File: src/inc/phyclr_pkg.sv
package phyclr_pkg;
  // Clock and link timing
  localparam int CLK_FREQ_KHZ = 40000;
  localparam int CLK_PERIOD_PS = 25000;
  localparam int BETA_FREQ_KHZ = 98304;
  localparam int LEGACY_FREQ_KHZ = 49152;
  // Link clock half period in system cycles; the slow core clock scales both rates alike
  localparam int BETA_HALF_CYCLES = 1;
  localparam int LEGACY_HALF_CYCLES = BETA_HALF_CYCLES * BETA_FREQ_KHZ / LEGACY_FREQ_KHZ;
  // Link power status low times
  localparam int LPS_RESET_NS = 2600;
  localparam int LPS_DISABLE_NS = 26000;
  localparam int LPS_RESET_CYCLES = (LPS_RESET_NS * 1000 + CLK_PERIOD_PS - 1) / CLK_PERIOD_PS;
  localparam int LPS_DISABLE_CYCLES = (LPS_DISABLE_NS * 1000 + CLK_PERIOD_PS - 1) / CLK_PERIOD_PS;
  localparam int LPS_CNT_WIDTH = 11;
  // Register offsets
  localparam logic [7:0] ADDR_STATUS = 8'h00;
  localparam logic [7:0] ADDR_CLEAR = 8'h04;
  localparam logic [7:0] ADDR_ENABLE = 8'h08;
  localparam logic [7:0] ADDR_TXDATA = 8'h0C;
  localparam logic [7:0] ADDR_SERIAL = 8'h10;
  localparam logic [7:0] ADDR_STATE = 8'h14;
  // Event bit positions
  localparam int EV_RESET_STATE = 0;
  localparam int EV_DISABLED = 1;
  localparam int EV_LINK_REQUEST = 2;
  localparam int EV_SERIAL_DONE = 3;
  localparam int EV_POWER_DOWN = 4;
  localparam int EV_COUNT = 5;
  // Field layouts
  localparam int TX_DATA_WIDTH = 8;
  localparam int TX_CTL_LSB = 8;
  localparam int SERIAL_WIDTH = 8;
  localparam logic [3:0] SERIAL_BITS = 4'h9;
  localparam logic [9:0] TXDATA_RESET = 10'h000;
  localparam logic [7:0] SERIAL_RESET = 8'h00;
  localparam logic [4:0] ENABLE_RESET = 5'h00;

  typedef enum logic [2:0]
  {
    LINK_DISABLED = 3'b001,
    LINK_RESET = 3'b010,
    LINK_ACTIVE = 3'b100
  } phyclr_link_state_type;
endpackage : phyclr_pkg

File: src/verilog/phyclr_top.sv
`timescale 1ns/1ps
// What this block does
// - With beta mode selected the link clock runs at the fast rate, aligned with outgoing data.
// - With beta mode deselected the link clock runs at half that rate; the transmit register is held at reset, so control and data stay zero.
// - Power-down stops the link logic; the cable-active monitor path and the status and enable registers keep running.
// - Power-down pulls the reset pin low and holds the control logic in reset meanwhile.
// - In beta mode status words leave bit by bit on the serial status output.
// - A low on the reset pin resets the logic; the pin may be push-pull or open-drain driven.
// - Link power status low past the short time zeroes control and data and ignores requests.
// - Link power status low past the long time, or hardware reset, disables the link clock.
module phyclr_top
(
  // System
  input wire logic CLK,
  input wire logic RSTN,
  // Pins
  input wire logic BETA_MODE_SELECT,
  input wire logic POWER_DOWN_IN,
  input wire logic LOGIC_RESET_N_IN,
  output logic LOGIC_RESET_N_OUT,
  output logic LOGIC_RESET_N_OE,
  input wire logic SCAN_TEST_ENABLE,
  input wire logic CABLE_ACTIVE_IN,
  output logic CABLE_ACTIVE_OUT,
  // Link side
  input wire logic LINK_POWER_STATUS,
  input wire logic LINK_REQUEST,
  output logic LINK_CLOCK_OUT,
  output logic [1:0] CONTROL_PAIR,
  output logic [7:0] DATA_OUT,
  output logic PHY_STATUS_SERIAL_OUT,
  // Registers
  input wire logic [7:0] REG_ADDR,
  input wire logic [31:0] REG_WDATA,
  input wire logic REG_WRITE,
  input wire logic REG_READ,
  output logic [31:0] REG_RDATA,
  output logic IRQ
);

  ////////////////////////////////////////////////////////////////////////////
  // Pin synchronisers: the first stage, sync_a, is read only by the second, sync_b
  localparam int NSYNC = 6;
  logic [NSYNC-1:0] sync_a;
  logic [NSYNC-1:0] sync_b;
  logic [NSYNC-1:0] pins;
  assign pins = {CABLE_ACTIVE_IN, LINK_REQUEST, LINK_POWER_STATUS, SCAN_TEST_ENABLE,
                 LOGIC_RESET_N_IN, POWER_DOWN_IN};
  always_ff @(posedge CLK or negedge RSTN)
  begin
    if (!RSTN)
    begin
      sync_a <= '0;
      sync_b <= '0;
    end
    else
    begin
      sync_a <= pins;
      sync_b <= sync_a;
    end
  end
  logic pd_s, rstpin_s, scan_s, lps_s, link_request_s, cna_s;
  assign {cna_s, link_request_s, lps_s, scan_s, rstpin_s, pd_s} = sync_b;
  // Beta mode strap is static; two stages of its own, mode_a and beta_s, keep it out of the pin list above
  logic mode_a, beta_s;

  ////////////////////////////////////////////////////////////////////////////
  // Internal reset: pin low, power-down or scan test all stop the logic
  logic int_rst;
  assign int_rst = !rstpin_s || pd_s || scan_s;
  // Counters must reach their end values, or the link would never time out
  if (phyclr_pkg::LPS_DISABLE_CYCLES >= (1 << phyclr_pkg::LPS_CNT_WIDTH) ||
      phyclr_pkg::LEGACY_HALF_CYCLES > 4 || phyclr_pkg::BETA_HALF_CYCLES < 1)
  begin : g_bad_counts
    $error("link timing counts do not fit their counters");
  end

  ////////////////////////////////////////////////////////////////////////////
  // Link state and power status timer
  phyclr_pkg::phyclr_link_state_type state, next_state;
  logic [phyclr_pkg::LPS_CNT_WIDTH-1:0] lps_cnt, next_lps_cnt;
  logic [1:0] div_cnt, next_div_cnt;
  logic lclk, next_lclk;
  logic link_request_d, next_link_request_d;
  logic [1:0] ctl_q, next_ctl_q;
  logic [7:0] data_q, next_data_q;
  logic lclk_rise;

  always_comb
  begin
    next_state = state;
    next_lps_cnt = lps_cnt;
    if (int_rst)
    begin
      next_state = phyclr_pkg::LINK_DISABLED;
      next_lps_cnt = '0;
    end
    else if (lps_s)
    begin
      next_lps_cnt = '0;
      next_state = phyclr_pkg::LINK_ACTIVE;
    end
    else
    begin
      if (lps_cnt != phyclr_pkg::LPS_CNT_WIDTH'(phyclr_pkg::LPS_DISABLE_CYCLES))
        next_lps_cnt = lps_cnt + 1'b1;
      if (lps_cnt >= phyclr_pkg::LPS_CNT_WIDTH'(phyclr_pkg::LPS_DISABLE_CYCLES))
        next_state = phyclr_pkg::LINK_DISABLED;
      else if (lps_cnt >= phyclr_pkg::LPS_CNT_WIDTH'(phyclr_pkg::LPS_RESET_CYCLES) &&
               state == phyclr_pkg::LINK_ACTIVE)
        next_state = phyclr_pkg::LINK_RESET;
    end
  end

  // Link clock divider, stopped only in the disabled state
  always_comb
  begin
    next_div_cnt = div_cnt;
    next_lclk = lclk;
    if (state == phyclr_pkg::LINK_DISABLED)
    begin
      next_div_cnt = '0;
      next_lclk = 1'b0;
    end
    else if (div_cnt == 2'(beta_s ? phyclr_pkg::BETA_HALF_CYCLES - 1
                                  : phyclr_pkg::LEGACY_HALF_CYCLES - 1))
    begin
      next_div_cnt = '0;
      next_lclk = !lclk;
    end
    else
      next_div_cnt = div_cnt + 1'b1;
  end
  assign lclk_rise = next_lclk && !lclk;

  ////////////////////////////////////////////////////////////////////////////
  // Register file
  logic [4:0] status, next_status;
  logic [4:0] enable, next_enable;
  logic [9:0] txdata, next_txdata;
  logic [7:0] ser_word, next_ser_word;
  logic [3:0] ser_left, next_ser_left;
  logic ser_out, next_ser_out;
  logic [31:0] next_rdata;
  logic [4:0] events;
  logic pd_d, next_pd_d;
  logic prev_state_active;

  assign prev_state_active = state == phyclr_pkg::LINK_ACTIVE;
  always_comb
  begin
    events = '0;
    events[phyclr_pkg::EV_RESET_STATE] = next_state == phyclr_pkg::LINK_RESET && prev_state_active;
    events[phyclr_pkg::EV_DISABLED] = next_state == phyclr_pkg::LINK_DISABLED &&
                                      state != phyclr_pkg::LINK_DISABLED;
    // Requests count only while the interface is active
    events[phyclr_pkg::EV_LINK_REQUEST] = link_request_s && !link_request_d && prev_state_active;
    events[phyclr_pkg::EV_SERIAL_DONE] = lclk_rise && ser_left == 4'h1;
    events[phyclr_pkg::EV_POWER_DOWN] = pd_s && !pd_d;
  end

  always_comb
  begin
    next_link_request_d = link_request_s;
    next_pd_d = pd_s;
    next_status = status | events;
    next_enable = enable;
    next_txdata = txdata;
    next_ser_word = ser_word;
    next_ser_left = ser_left;
    next_ser_out = ser_out;
    next_rdata = '0;
    // Set wins over clear
    if (REG_WRITE && REG_ADDR == phyclr_pkg::ADDR_CLEAR)
      next_status = (status & ~REG_WDATA[4:0]) | events;
    if (REG_WRITE && REG_ADDR == phyclr_pkg::ADDR_ENABLE)
      next_enable = REG_WDATA[4:0];
    if (REG_WRITE && REG_ADDR == phyclr_pkg::ADDR_TXDATA)
      next_txdata = REG_WDATA[9:0];
    // Serial status: a start bit of 1, then the word MSB first, one bit per link clock
    if (lclk_rise && ser_left != 4'h0)
    begin
      next_ser_out = ser_left == phyclr_pkg::SERIAL_BITS ? 1'b1 : ser_word[7];
      if (ser_left != phyclr_pkg::SERIAL_BITS)
        next_ser_word = {ser_word[6:0], 1'b0};
      next_ser_left = ser_left - 1'b1;
    end
    else if (lclk_rise)
      next_ser_out = 1'b0;
    // A write while busy is dropped so a word never tears
    if (REG_WRITE && REG_ADDR == phyclr_pkg::ADDR_SERIAL && ser_left == 4'h0 && beta_s)
    begin
      next_ser_word = REG_WDATA[7:0];
      next_ser_left = phyclr_pkg::SERIAL_BITS;
    end
    if (int_rst || !beta_s)
    begin
      next_txdata = phyclr_pkg::TXDATA_RESET;
      next_ser_word = phyclr_pkg::SERIAL_RESET;
      next_ser_left = '0;
      next_ser_out = 1'b0;
    end
    if (REG_READ)
    begin
      unique case (REG_ADDR)
        phyclr_pkg::ADDR_STATUS: next_rdata = {27'h0000000, status};
        phyclr_pkg::ADDR_ENABLE: next_rdata = {27'h0000000, enable};
        phyclr_pkg::ADDR_TXDATA: next_rdata = {22'h000000, txdata};
        phyclr_pkg::ADDR_SERIAL: next_rdata = {23'h000000, ser_left != 4'h0, ser_word};
        phyclr_pkg::ADDR_STATE: next_rdata = {25'h0000000, pd_s, beta_s, lps_s, state, 1'b0};
        default: next_rdata = '0;
      endcase
    end
    // Control and data follow the register on link clock rising edges, zero outside active
    next_ctl_q = ctl_q;
    next_data_q = data_q;
    if (state != phyclr_pkg::LINK_ACTIVE || int_rst)
    begin
      next_ctl_q = '0;
      next_data_q = '0;
    end
    else if (lclk_rise)
    begin
      next_ctl_q = txdata[phyclr_pkg::TX_CTL_LSB +: 2];
      next_data_q = txdata[phyclr_pkg::TX_DATA_WIDTH-1:0];
    end
  end

  ////////////////////////////////////////////////////////////////////////////
  always_ff @(posedge CLK or negedge RSTN)
  begin
    if (!RSTN)
    begin
      mode_a <= 1'b0;
      beta_s <= 1'b0;
      state <= phyclr_pkg::LINK_DISABLED;
      lps_cnt <= '0;
      div_cnt <= '0;
      lclk <= 1'b0;
      link_request_d <= 1'b0;
      pd_d <= 1'b0;
      ctl_q <= '0;
      data_q <= '0;
      status <= '0;
      enable <= phyclr_pkg::ENABLE_RESET;
      txdata <= phyclr_pkg::TXDATA_RESET;
      ser_word <= phyclr_pkg::SERIAL_RESET;
      ser_left <= '0;
      ser_out <= 1'b0;
      REG_RDATA <= '0;
      IRQ <= 1'b0;
      LINK_CLOCK_OUT <= 1'b0;
      CONTROL_PAIR <= '0;
      DATA_OUT <= '0;
      PHY_STATUS_SERIAL_OUT <= 1'b0;
      CABLE_ACTIVE_OUT <= 1'b0;
      LOGIC_RESET_N_OUT <= 1'b0;
      LOGIC_RESET_N_OE <= 1'b0;
    end
    else
    begin
      mode_a <= BETA_MODE_SELECT;
      beta_s <= mode_a;
      state <= next_state;
      lps_cnt <= next_lps_cnt;
      div_cnt <= next_div_cnt;
      lclk <= next_lclk;
      link_request_d <= next_link_request_d;
      pd_d <= next_pd_d;
      ctl_q <= next_ctl_q;
      data_q <= next_data_q;
      status <= next_status;
      enable <= next_enable;
      txdata <= next_txdata;
      ser_word <= next_ser_word;
      ser_left <= next_ser_left;
      ser_out <= next_ser_out;
      REG_RDATA <= next_rdata;
      IRQ <= |(next_status & next_enable);
      LINK_CLOCK_OUT <= next_lclk;
      CONTROL_PAIR <= next_ctl_q;
      DATA_OUT <= next_data_q;
      PHY_STATUS_SERIAL_OUT <= next_ser_out;
      // Monitor path stays alive through power-down
      CABLE_ACTIVE_OUT <= cna_s;
      LOGIC_RESET_N_OUT <= 1'b0;
      LOGIC_RESET_N_OE <= pd_s;
    end
  end

endmodule : phyclr_top

File: config.mk
export PLATFORM = sky130hd
export DESIGN_NAME = phyclr_top
export DESIGN_NICKNAME = d
export VERILOG_FILES = /design/src/inc/phyclr_pkg.sv /design/src/verilog/phyclr_top.sv
export SDC_FILE = /design/constraint.sdc
export NUM_CORES = 1
export LEC_CHECK = 0
export BUFFER_PORTS_ARGS = -buffer_cell sky130_fd_sc_hd__buf_2
export CAP_MARGIN = 20
export CORE_UTILIZATION = 58
export DETAILED_ROUTE_END_ITERATION = 10
export PLACE_DENSITY = 0.95
export SLEW_MARGIN = 15
export SYNTH_ARGS = -nofsm -noshare
export SYNTH_HDL_FRONTEND = slang
export SYNTH_SLANG_ARGS = --single-unit
File: constraint.sdc
create_clock -name CLK -period 3.45 [get_ports CLK]
set_clock_uncertainty 0.15 [all_clocks]
set_input_delay 0 -clock CLK [delete_from_list [all_inputs] [get_ports CLK]]
set_output_delay 0 -clock CLK [all_outputs]
set_load 0.02 [all_outputs]
---- Word-level counts from Yosys, hierarchy flattened ----
Index checks and enable logic that the tools add are counted.
cells by class
  equality and inequality tests ........... 16
  muxes and demuxes ....................... 33
  $lt $le $gt $ge ......................... 2
  bitwise logic cells ..................... 5
  $add $sub $neg .......................... 3
  reduce and logical (&&, ||, !) cells .... 35
operators with widths
  cell                                                                                   number
  10-bit one-hot mux with 5 select lines                                                 1
  8-bit 2-to-1 mux                                                                       6
  11-bit 2-to-1 mux                                                                      3
  10-bit 2-to-1 mux                                                                      3
  8-bit by 4-bit equality test with 1-bit output (second input constant)                 2
  8-bit by 5-bit equality test with 1-bit output (second input constant)                 2
  1-bit logical AND                                                                      15
  3-bit 2-to-1 mux                                                                       4
  4-bit 2-to-1 mux                                                                       3
  3-bit nonzero test                                                                     4
  11-bit by 1-bit adder with 11-bit output (second input constant)                       1
  11-bit greater-or-equal comparator (second input constant)                             1
  11-bit by 7-bit greater-or-equal comparator with 1-bit output (second input constant)  1
  11-bit inequality test (second input constant)                                         1
  5-bit AND                                                                              2
  5-bit 2-to-1 mux                                                                       2
  5-bit bitwise OR                                                                       2
  8-bit by 3-bit equality test with 1-bit output (second input constant)                 1
  8-bit zero test                                                                        1
  2-bit 2-to-1 mux                                                                       4
  1-bit 2-to-1 mux                                                                       7
  3-bit by 1-bit equality test with 1-bit output (second input constant)                 2
  1-bit zero test                                                                        5
  5-bit inverter                                                                         1
  16 further kinds                                                                       20
word-level totals
  output and inout bits ................... 48
  word-level logic and storage cells ...... 115
  input bits .............................. 51
  bits in registers ....................... 110

---- Logic depth before layout (Yosys ltp) ----
Gate-level depths: netlist of the first run.
  depth in word-level cells ............... 12
  depth in mapped cells ................... 9
  gate-level depth less buffers ........... 7

---- Worst setup path after synthesis of the first run ----
No wires, ideal clock.
  path type ............................... register to register
  start ................................... register ser_left[0]
  end ..................................... register ser_word[1]
  stages on the path, launching flop included .. 10
  buffers on the path ..................... 2
  required time ........................... 3.204 ns
  setup slack ............................. 1.115 ns
  data arrival time ....................... 2.089 ns
  clock period less this slack ............ 2.335 ns
  setup time .............................. 0.096 ns
  path through ............................ dfrtp_1 -> inv_1 -> ha_1 -> or3b_1 -> clkbuf_1 -> nor3b_1 -> a31oi_2 -> and2_1 -> clkbuf_1 -> o31ai_1
on the way
  longest elaborated chain between the ends .. 5
  elaborated cells on any way between the ends .. 11
  classes of those cells .................. eq/ne (1); mux (2); reduce/logical (8)
ends and longest elaborated chain
  what                                                                      RTL line           source
  from (decl)                                                               phyclr_top.sv:142  logic [3:0] ser_left, next_ser_left;
  from (signal assigned)                                                    phyclr_top.sv:276  ser_left <= next_ser_left;
  4-bit zero test                                                           phyclr_top.sv:191  if (REG_WRITE && REG_ADDR == phyclr_pkg::ADDR_SERIAL && ser_left == 4'h0 && beta_s)
  1-bit logical AND (2 in series)                                           phyclr_top.sv:191
  3-bit nonzero test (no source line) or 8-bit 2-to-1 mux (tied branches)   n/a
  2-bit AND reduction (no source line) or 8-bit 2-to-1 mux (tied branches)  n/a
  to (signal assigned)                                                      phyclr_top.sv:247  ser_word <= phyclr_pkg::SERIAL_RESET;
  to (signal assigned)                                                      phyclr_top.sv:275  ser_word <= next_ser_word;
  to (decl)                                                                 phyclr_top.sv:141  logic [7:0] ser_word, next_ser_word;
Parallel ways exist; a longest one is shown, timed or not.
A chain may end at the register's enable or synchronous reset.

---- Worst setup path in the final report of the first run ----
  start ................................... input REG_ADDR[1]
  end ..................................... register txdata[3]
on the way
  longest elaborated chain between the ends .. 3
ends and longest elaborated chain
  what                                            RTL line           source
  from (decl)                                     phyclr_top.sv:33   input wire logic [7:0] REG_ADDR,
  8-bit by 4-bit equality test with 1-bit output  phyclr_top.sv:178  if (REG_WRITE && REG_ADDR == phyclr_pkg::ADDR_TXDATA)
  1-bit logical AND                               phyclr_top.sv:178
  2-bit nonzero test (no source line)             n/a
  to (signal assigned)                            phyclr_top.sv:246  txdata <= phyclr_pkg::TXDATA_RESET;
  to (signal assigned)                            phyclr_top.sv:274  txdata <= next_txdata;
  to (decl)                                       phyclr_top.sv:140  logic [9:0] txdata, next_txdata;
No other way between the ends.

==> results of run 1 <==
where the power goes:
part,internal (µW),switching [µW]
clock,334,383
sequential,1050,12.0
combinational,59.4,107
total,1440,502
flip-flops by register name (all words and copies together) (netlist names), 2 cells and up:
name,count
REG_RDATA,10
state,3
lps_cnt,11
ser_word,8
data_q,8
div_cnt,2
ctl_q,2
status,5
ser_left,4
sync_a,6
enable,5
txdata,10
sync_b,6
worst min-delay path, stage by stage:
cell	delay, ps
buf_2	220
nand2_1	100
o21ai_0	70
nand3_1	100
a21oi_1	70
cell usage in the layout (no fill, tap or decap), types with 3 or more instances in the layout:
cell type,instances
a21oi_1,21
nand2_1,30
nand3b_1,3
inv_1,13
nor2b_1,5
nor4_1,3
clkbuf_8,9
nand2b_1,6
or3_1,3
nor2_1,34
nand3_1,34
nor3b_1,4
dlygate4sd3_1,37
o21ai_0,8
xor2_1,7
ha_1,5
buf_2,52
xnor2_1,5
mux2_2,6
nand4_1,6
a22oi_1,4
dfrtp_1,87
a32oi_1,3
conb_1,23
o31ai_1,8
buf_4,4
o211ai_1,3
mux2i_1,24
nor3_1,7
metal layers:
layer | wire length, µm | vias up | part of all wire, %
li1 | - | 1563 | -
met1 | 3810 | 1728 | 35
met2 | 5410 | 248 | 50
met3 | 961 | 68 | 8.9
met4 | 630 | 0 | 5.8
met5 | 0 | - | 0
cells by family after synthesis:
logic type	Yosys count	synth area share, %
other	1	0.0899
DFF	88	52.8
muxes	30	7.38
AOI/OAI and AO/OA	66	10.8
adders and majority gates	5	1.50
xor gates and xnor gates	12	2.52
and+or+nand+nor	149	18.2
buffers and inverters	51	6.72
worst max-delay path by stage:
| stage | startpoint | endpoint | slack (ps) | cells past startpoint |
|---|---|---|---|---|
| 3_3_place_gp | beta_s | ser_word[4] | 860 | 6 |
| 3_5_place_dp | beta_s | ser_word[7] | 700 | 6 |
| 5_1_grt | REG_ADDR[1] | txdata[5] | 250 | 8 |
| 6_report | REG_ADDR[1] | txdata[3] | 340 | 8 |
| 2_1_floorplan | ser_left[0] | ser_word[1] | 1120 | 9 |
| 4_1_cts | REG_ADDR[1] | txdata[5] | 510 | 8 |
final cells by class:
type / count / area (µm²)
well taps: 96 / 120
multi-input cells: 285 / 1780
repair buffers: 95 / 683
fillers: 415 / 1840
inverters: 13 / 48.8
flip-flops and latches: 88 / 2200
clock buffers: 9 / 124
clock inverters: 6 / 67.6
stage by stage:
stage	util [%]	std cells	area, µm²	setup WS [ps]	power (µW)
finish	73.2	592	5030	336	1950
global route	73.2	592	5030	251	2010
CTS	73.0	591	5020	511	1940
detailed placement	64.8	539	4450	696	1220
global placement	64.8	539	4450	857	1210
floorplan	-	424	4250	1120	1180
what timing repair did:
action / CTS / global route
endpoints found under the setup margin: 0 / 0
hold endpoints to repair: 123 / 0
setup buffers: 0 / 0
hold buffers: 37 / 0
==> run summary, run 1 <==
crit-path max FO -> 11
fmax -> 0.321 GHz
FF-to-FF End -> ser_word[1]
top cell type's share of synthesized area -> 52.2%
Clock Path Buffers -> 2
Initial Util -> 60.7%
number of synthesized flops with an enable pin -> 0
Avg WL per Cell -> 18.3 µm
Tcrit/Tclk final -> 90.3%
Final Wtd Congestion -> 0.910
Crit. End Element -> register
synthesis-to-layout area growth -> 20.6%
Max-Cap Viols -> 0
WP data arrival -> 3270 ps
met3 Track Usage GR -> 7.81%
status -> completed
final hold vios -> 0
Final HPWL DP -> 6410 µm
IO Pins -> 99
initial antenna violation count -> 0
total number of vias -> 3,607
core area -> 0.00687 mm²
Clock Latency Late Sink -> 370 ps
hold depth -> 5
CP cell instances -> dlygate4sd3_1 > buf_2 > or4_1 > nor4b_2 > buf_4 > nand3_1 > dlygate4sd3_1 > a21oi_1
total die area -> 0.00753 mm²
CP max-delay cell -> nor4b_2
Post-Synthesis Cells -> 402
GR peak layer -> met2
drt total wl -> 10,800 µm
Tmin final -> 3110 ps
RR Startpoint -> ser_left[0]
Synth Area per Inst -> 10.4 µm²
# resized after CTS -> 0
vias in the first global route -> 3,559
Worst Path Required -> 3600 ps
CP peak stage delay -> 870 ps
unrepaired setup endpoints after global routing -> no
fin nets -> 548
layout cells sized above 1 -> 17.7%
GRT met2 Usage -> 49.4%
ranking of synthesized cells by area -> dfrtp_1, mux2i_1, buf_4, nand3_1, nor2_1
first-pass GRT wire length -> 17,300 µm
most used cell along the critical path -> dlygate4sd3_1
leakage -> 0.00216 µW
DR iter-0 viols -> 437
CTS root buffer -> clkbuf_8
Die Wd -> 86.8 µm
CTS Buf Count -> 9
cell taking the most area after synthesis -> dfrtp_1
CTS clk-pin slew, worst paths -> 100 ps
post-route ant nets -> 0
Hold Path End -> REG_RDATA[6]
Synth async-reset ratio -> 100%
VDD IR max -> 397 µV
YS warnings -> 0
largest net degree at the start of global routing -> 89
Sink Count -> 88
met1 Usage GRT -> 36.6%
slew margin rel. -> 31.9%
register area share after synthesis -> 52.8%
hold_sp -> REG_ADDR[4]
measured slew at the worst slew-check pin -> 1020 ps
fin. max-slew vios -> 0
Post-Syn Area -> 0.00417 mm²
WS Path Type -> input port to register
CP bufs+invs -> 4
GRT overflow -> 0
Setup TNS -> 0 ps
FF+latch count, synth -> 88
# setup viols final -> 0
CTS tree -> yes
top_reg_cell synth -> dfrtp_1
# rows -> 30
Die H -> 86.8 µm
post-route DRC violation count -> 0
Yosys cell types -> 59
commonest cells in the netlist -> dfrtp_1, nand3_1, nor2_1
HP Class -> input port to register
ant diodes -> 0
most frequent cell after synthesis -> dfrtp_1
drt pass-1 iters -> 6
setup slack, reg-to-reg -> 810 ps
Worst setup SP type -> input port
Global Route Usage Sum -> 30.8%
H-tree depth -> 3
IO Port Bufs -> 53
worst reg2reg path depth -> 7
DR vias/cell -> 6.09
cell family with most CP delay -> buffers and inverters
pwr/cell area -> 387 mW/mm²
Worst Hold Margin -> 62.0 ps
(Power assumes the default switching activity.)
==> run 2, diff against run 1 <==
- ABC_AREA: not set -> 1
- SKIP_LAST_GASP: not set -> 1
==> run 2 against run 1 <==
Effect of this change:
- total power rose by 0.36%
- flip-flop and latch count unchanged
- sequential share of layout area up 0.87 points
- global-route usage is 2.1 points lower
- register-to-register slack improved by 280 ps
- final cell count grew 13%
- critical endpoint is now ser_word[6]
- hold slack got worse by 30 ps
- wire length shrank 6.0%
- die area grew 1.3%
- synthesized cell count grew 20%
==> run summary, run 2 <==
status -> completed
RR Startpoint -> state[0]
Yosys cell types -> 39 (-34%)
WS Path Type -> input port to register
total number of vias -> 3,679 (+2.0%)
Tmin final -> 2770 ps (-348 ps)
pwr/cell area -> 396 mW/mm² (+2.3%)
HP Class -> input port to register
largest register by flop count -> lps_cnt
measured slew at the worst slew-check pin -> 781 ps (-239 ps)
leakage -> 0.00239 µW (+11%)
Avg WL per Cell -> 15.2 µm (-16%)
ranking of synthesized cells by area -> dfrtp_1, nand2_1, inv_1, nand3_1, o21ai_0
CTS tree -> yes
VDD IR max -> 262 µV (-34%)
end of the critical path -> ser_word[6]
Die H -> 87.3 µm (+0.63%)
final hold vios -> 0 (unchanged)
Worst Path Required -> 3630 ps (+30 ps)
Final Wtd Congestion -> 0.900 (-1.2%)
most frequent cell after synthesis -> nand2_1
CTS Buf Count -> 9 (unchanged)
FF+latch count, synth -> 88 (unchanged)
top cell type's share of synthesized area -> 51.5% (-0.66 points)
worst reg2reg path depth -> 9 (+2)
DR iter-0 viols -> 409 (-6.4%)
GRT overflow -> 0 (unchanged)
WP data arrival -> 2950 ps (-320 ps)
Post-Syn Area -> 0.00422 mm² (+1.3%)
CTS root buffer -> clkbuf_8
first-pass GRT wire length -> 16,200 µm (-6.3%)
largest net degree at the start of global routing -> 89 (unchanged)
# hold bufs at CTS -> 26 (-30%)
cell taking the most area after synthesis -> dfrtp_1
DP Area -> 0.00447 mm² (+0.31%)
FILL cells -> 515 (+24%)
H-tree depth -> 3 (unchanged)
total die area -> 0.00763 mm² (+1.3%)
core area -> 0.00691 mm² (+0.55%)
Global Route Usage Sum -> 28.6% (-2.1 points)
IO Port Bufs -> 53 (unchanged)
# resized after CTS -> 0 (unchanged)
Clock Path Buffers -> 2 (unchanged)
Synth async-reset ratio -> 100% (unchanged)
design area -> 0.00493 mm² (-1.9%)
Die Wd -> 87.3 µm (+0.63%)
Final HPWL DP -> 6550 µm (+2.2%)
YS warnings -> 0 (unchanged)
# setup viols final -> 0 (unchanged)
drt total wl -> 10,200 µm (-6.0%)
post-route ant nets -> 0 (unchanged)
initial antenna violation count -> 0 (unchanged)
max FFs per register -> 11 (unchanged)
number of synthesized flops with an enable pin -> 0 (unchanged)
IO Pins -> 99 (unchanged)
Synth Area per Inst -> 8.76 µm² (-16%)
Tcrit/Tclk final -> 80.2% (-10 points)
fin nets -> 621 (+13%)
Clock Latency Late Sink -> 380 ps (about the same)
Crit. End Element -> register
register area share after synthesis -> 52.2% (-0.67 points)
Worst setup SP type -> input port
DR vias/cell -> 5.52 (-9.3%)
# rows -> 30 (unchanged)
fmax -> 0.362 GHz (+13%)
CP Launch Point -> REG_ADDR[0]
post-route DRC violation count -> 0 (unchanged)
Top Registers -> lps_cnt x11, REG_RDATA x10, txdata x10
setup slack, reg-to-reg -> 1090 ps (+280 ps)
synthesis-to-layout area growth -> 16.8%
commonest cells in the netlist -> nand2_1, dfrtp_1, inv_1
vias in the first global route -> 3,475 (-2.4%)
Sink Count -> 88 (unchanged)
drt pass-1 iters -> 7 (+1)
ant diodes -> 0 (unchanged)
most common cell after layout, fill and taps aside -> nand2_1
crit-path max FO -> 11 (unchanged)
unrepaired setup endpoints after global routing -> no
slew margin rel. -> 47.9% (+16 points)
top_reg_cell synth -> dfrtp_1
most frequent cells in the layout -> nand2_1, dfrtp_1, inv_1
Post-Synthesis Cells -> 482 (+20%)
CTS clk-pin slew, worst paths -> 110 ps (about the same)
fin. max-slew vios -> 0 (unchanged)
FF-to-FF End -> ser_word[5]
Initial Util -> 61.2% (+0.45 points)
layout cells sized above 1 -> 18.4% (+0.68 points)
Setup TNS -> 0 ps (unchanged)
Max-Cap Viols -> 0 (unchanged)
setup bufs post-CTS -> 0 (unchanged)
==> run 2: metal layers <==
| layer | vias up | GRT usage, % | wire [µm] |
|---|---|---|---|
| met5 | - | 0 | 0 |
| met4 | 0 | 18.3 | 539 |
| met3 | 61 | 7.49 | 872 |
| met2 | 227 | 46.0 | 4850 |
| met1 | 1704 | 34.3 | 3900 |
| li1 | 1687 | - | - |
==> run 2: cell families (layout without fill, tap and decap cells) <==
logic type / count (synthesis) / count (layout) / share of synthesized area [%]
other: 1 / 23 / 0.0888
AOI/OAI and AO/OA: 91 / 91 / 12.4
buffers and inverters: 101 / 167 / 12.0
and+or+nand+nor: 194 / 194 / 21.4
xor gates and xnor gates: 2 / 2 / 0.415
DFF: 88 / 88 / 52.2
adders and majority gates: 5 / 5 / 1.48
==> run 2: worst min-delay path by stage <==
stage	start	end	slack, ps	depth (start not counted)
3_5_place_dp	LOGIC_RESET_N_IN	sync_a[1]	-40	1
6_report	REG_ADDR[1]	status[2]	30	7
3_3_place_gp	CABLE_ACTIVE_IN	sync_a[5]	-40	1
2_1_floorplan	RSTN	CABLE_ACTIVE_OUT	-450	0
4_1_cts	REG_ADDR[1]	status[2]	10	7
5_1_grt	REG_ADDR[1]	status[2]	70	7
==> run 2: power breakdown <==
part | internal [µW] | switching (µW) | total [µW] | leakage (µW)
Combinational | 48.5 | 103 | 151 | 0.00114
Clock | 341 | 401 | 742 | 0.000100
Sequential | 1050 | 9.75 | 1060 | 0.00115
==> run 2: final cells by class <==
type	count	area (µm²)	area share (%)
inverters	70	265	5.38
repair buffers	81	547	11.1
flip-flops and latches	88	2200	44.7
multi-input cells	315	1600	32.4
clock inverters	7	77.6	1.57
well taps	96	120	2.43
clock buffers	9	124	2.51
==> run 2: worst max-delay path, cell delays in order <==
cell and delay, ps:
dlygate4sd3_1 540, buf_2 140, nor2_2 90, dlygate4sd3_1 580, nand3_2 80, nor2_2 460, nand4_2 380, inv_1 220
nand2_1 100, a21oi_1 210, nand2_1 90, nand2_1 70
==> run 2: metrics by stage <==
stage	power [µW]	setup slack, ps	hold WS [ps]	utilization, %	instances
after global placement	1200	1280	-41.5	64.7	624
final	1950	684	31.6	71.4	666
after floorplan	1170	1780	-446	-	504
after global routing	2030	581	70.9	71.4	666
after detailed placement	1200	1190	-40.7	64.7	624
after CTS	1950	868	14.6	71.4	666
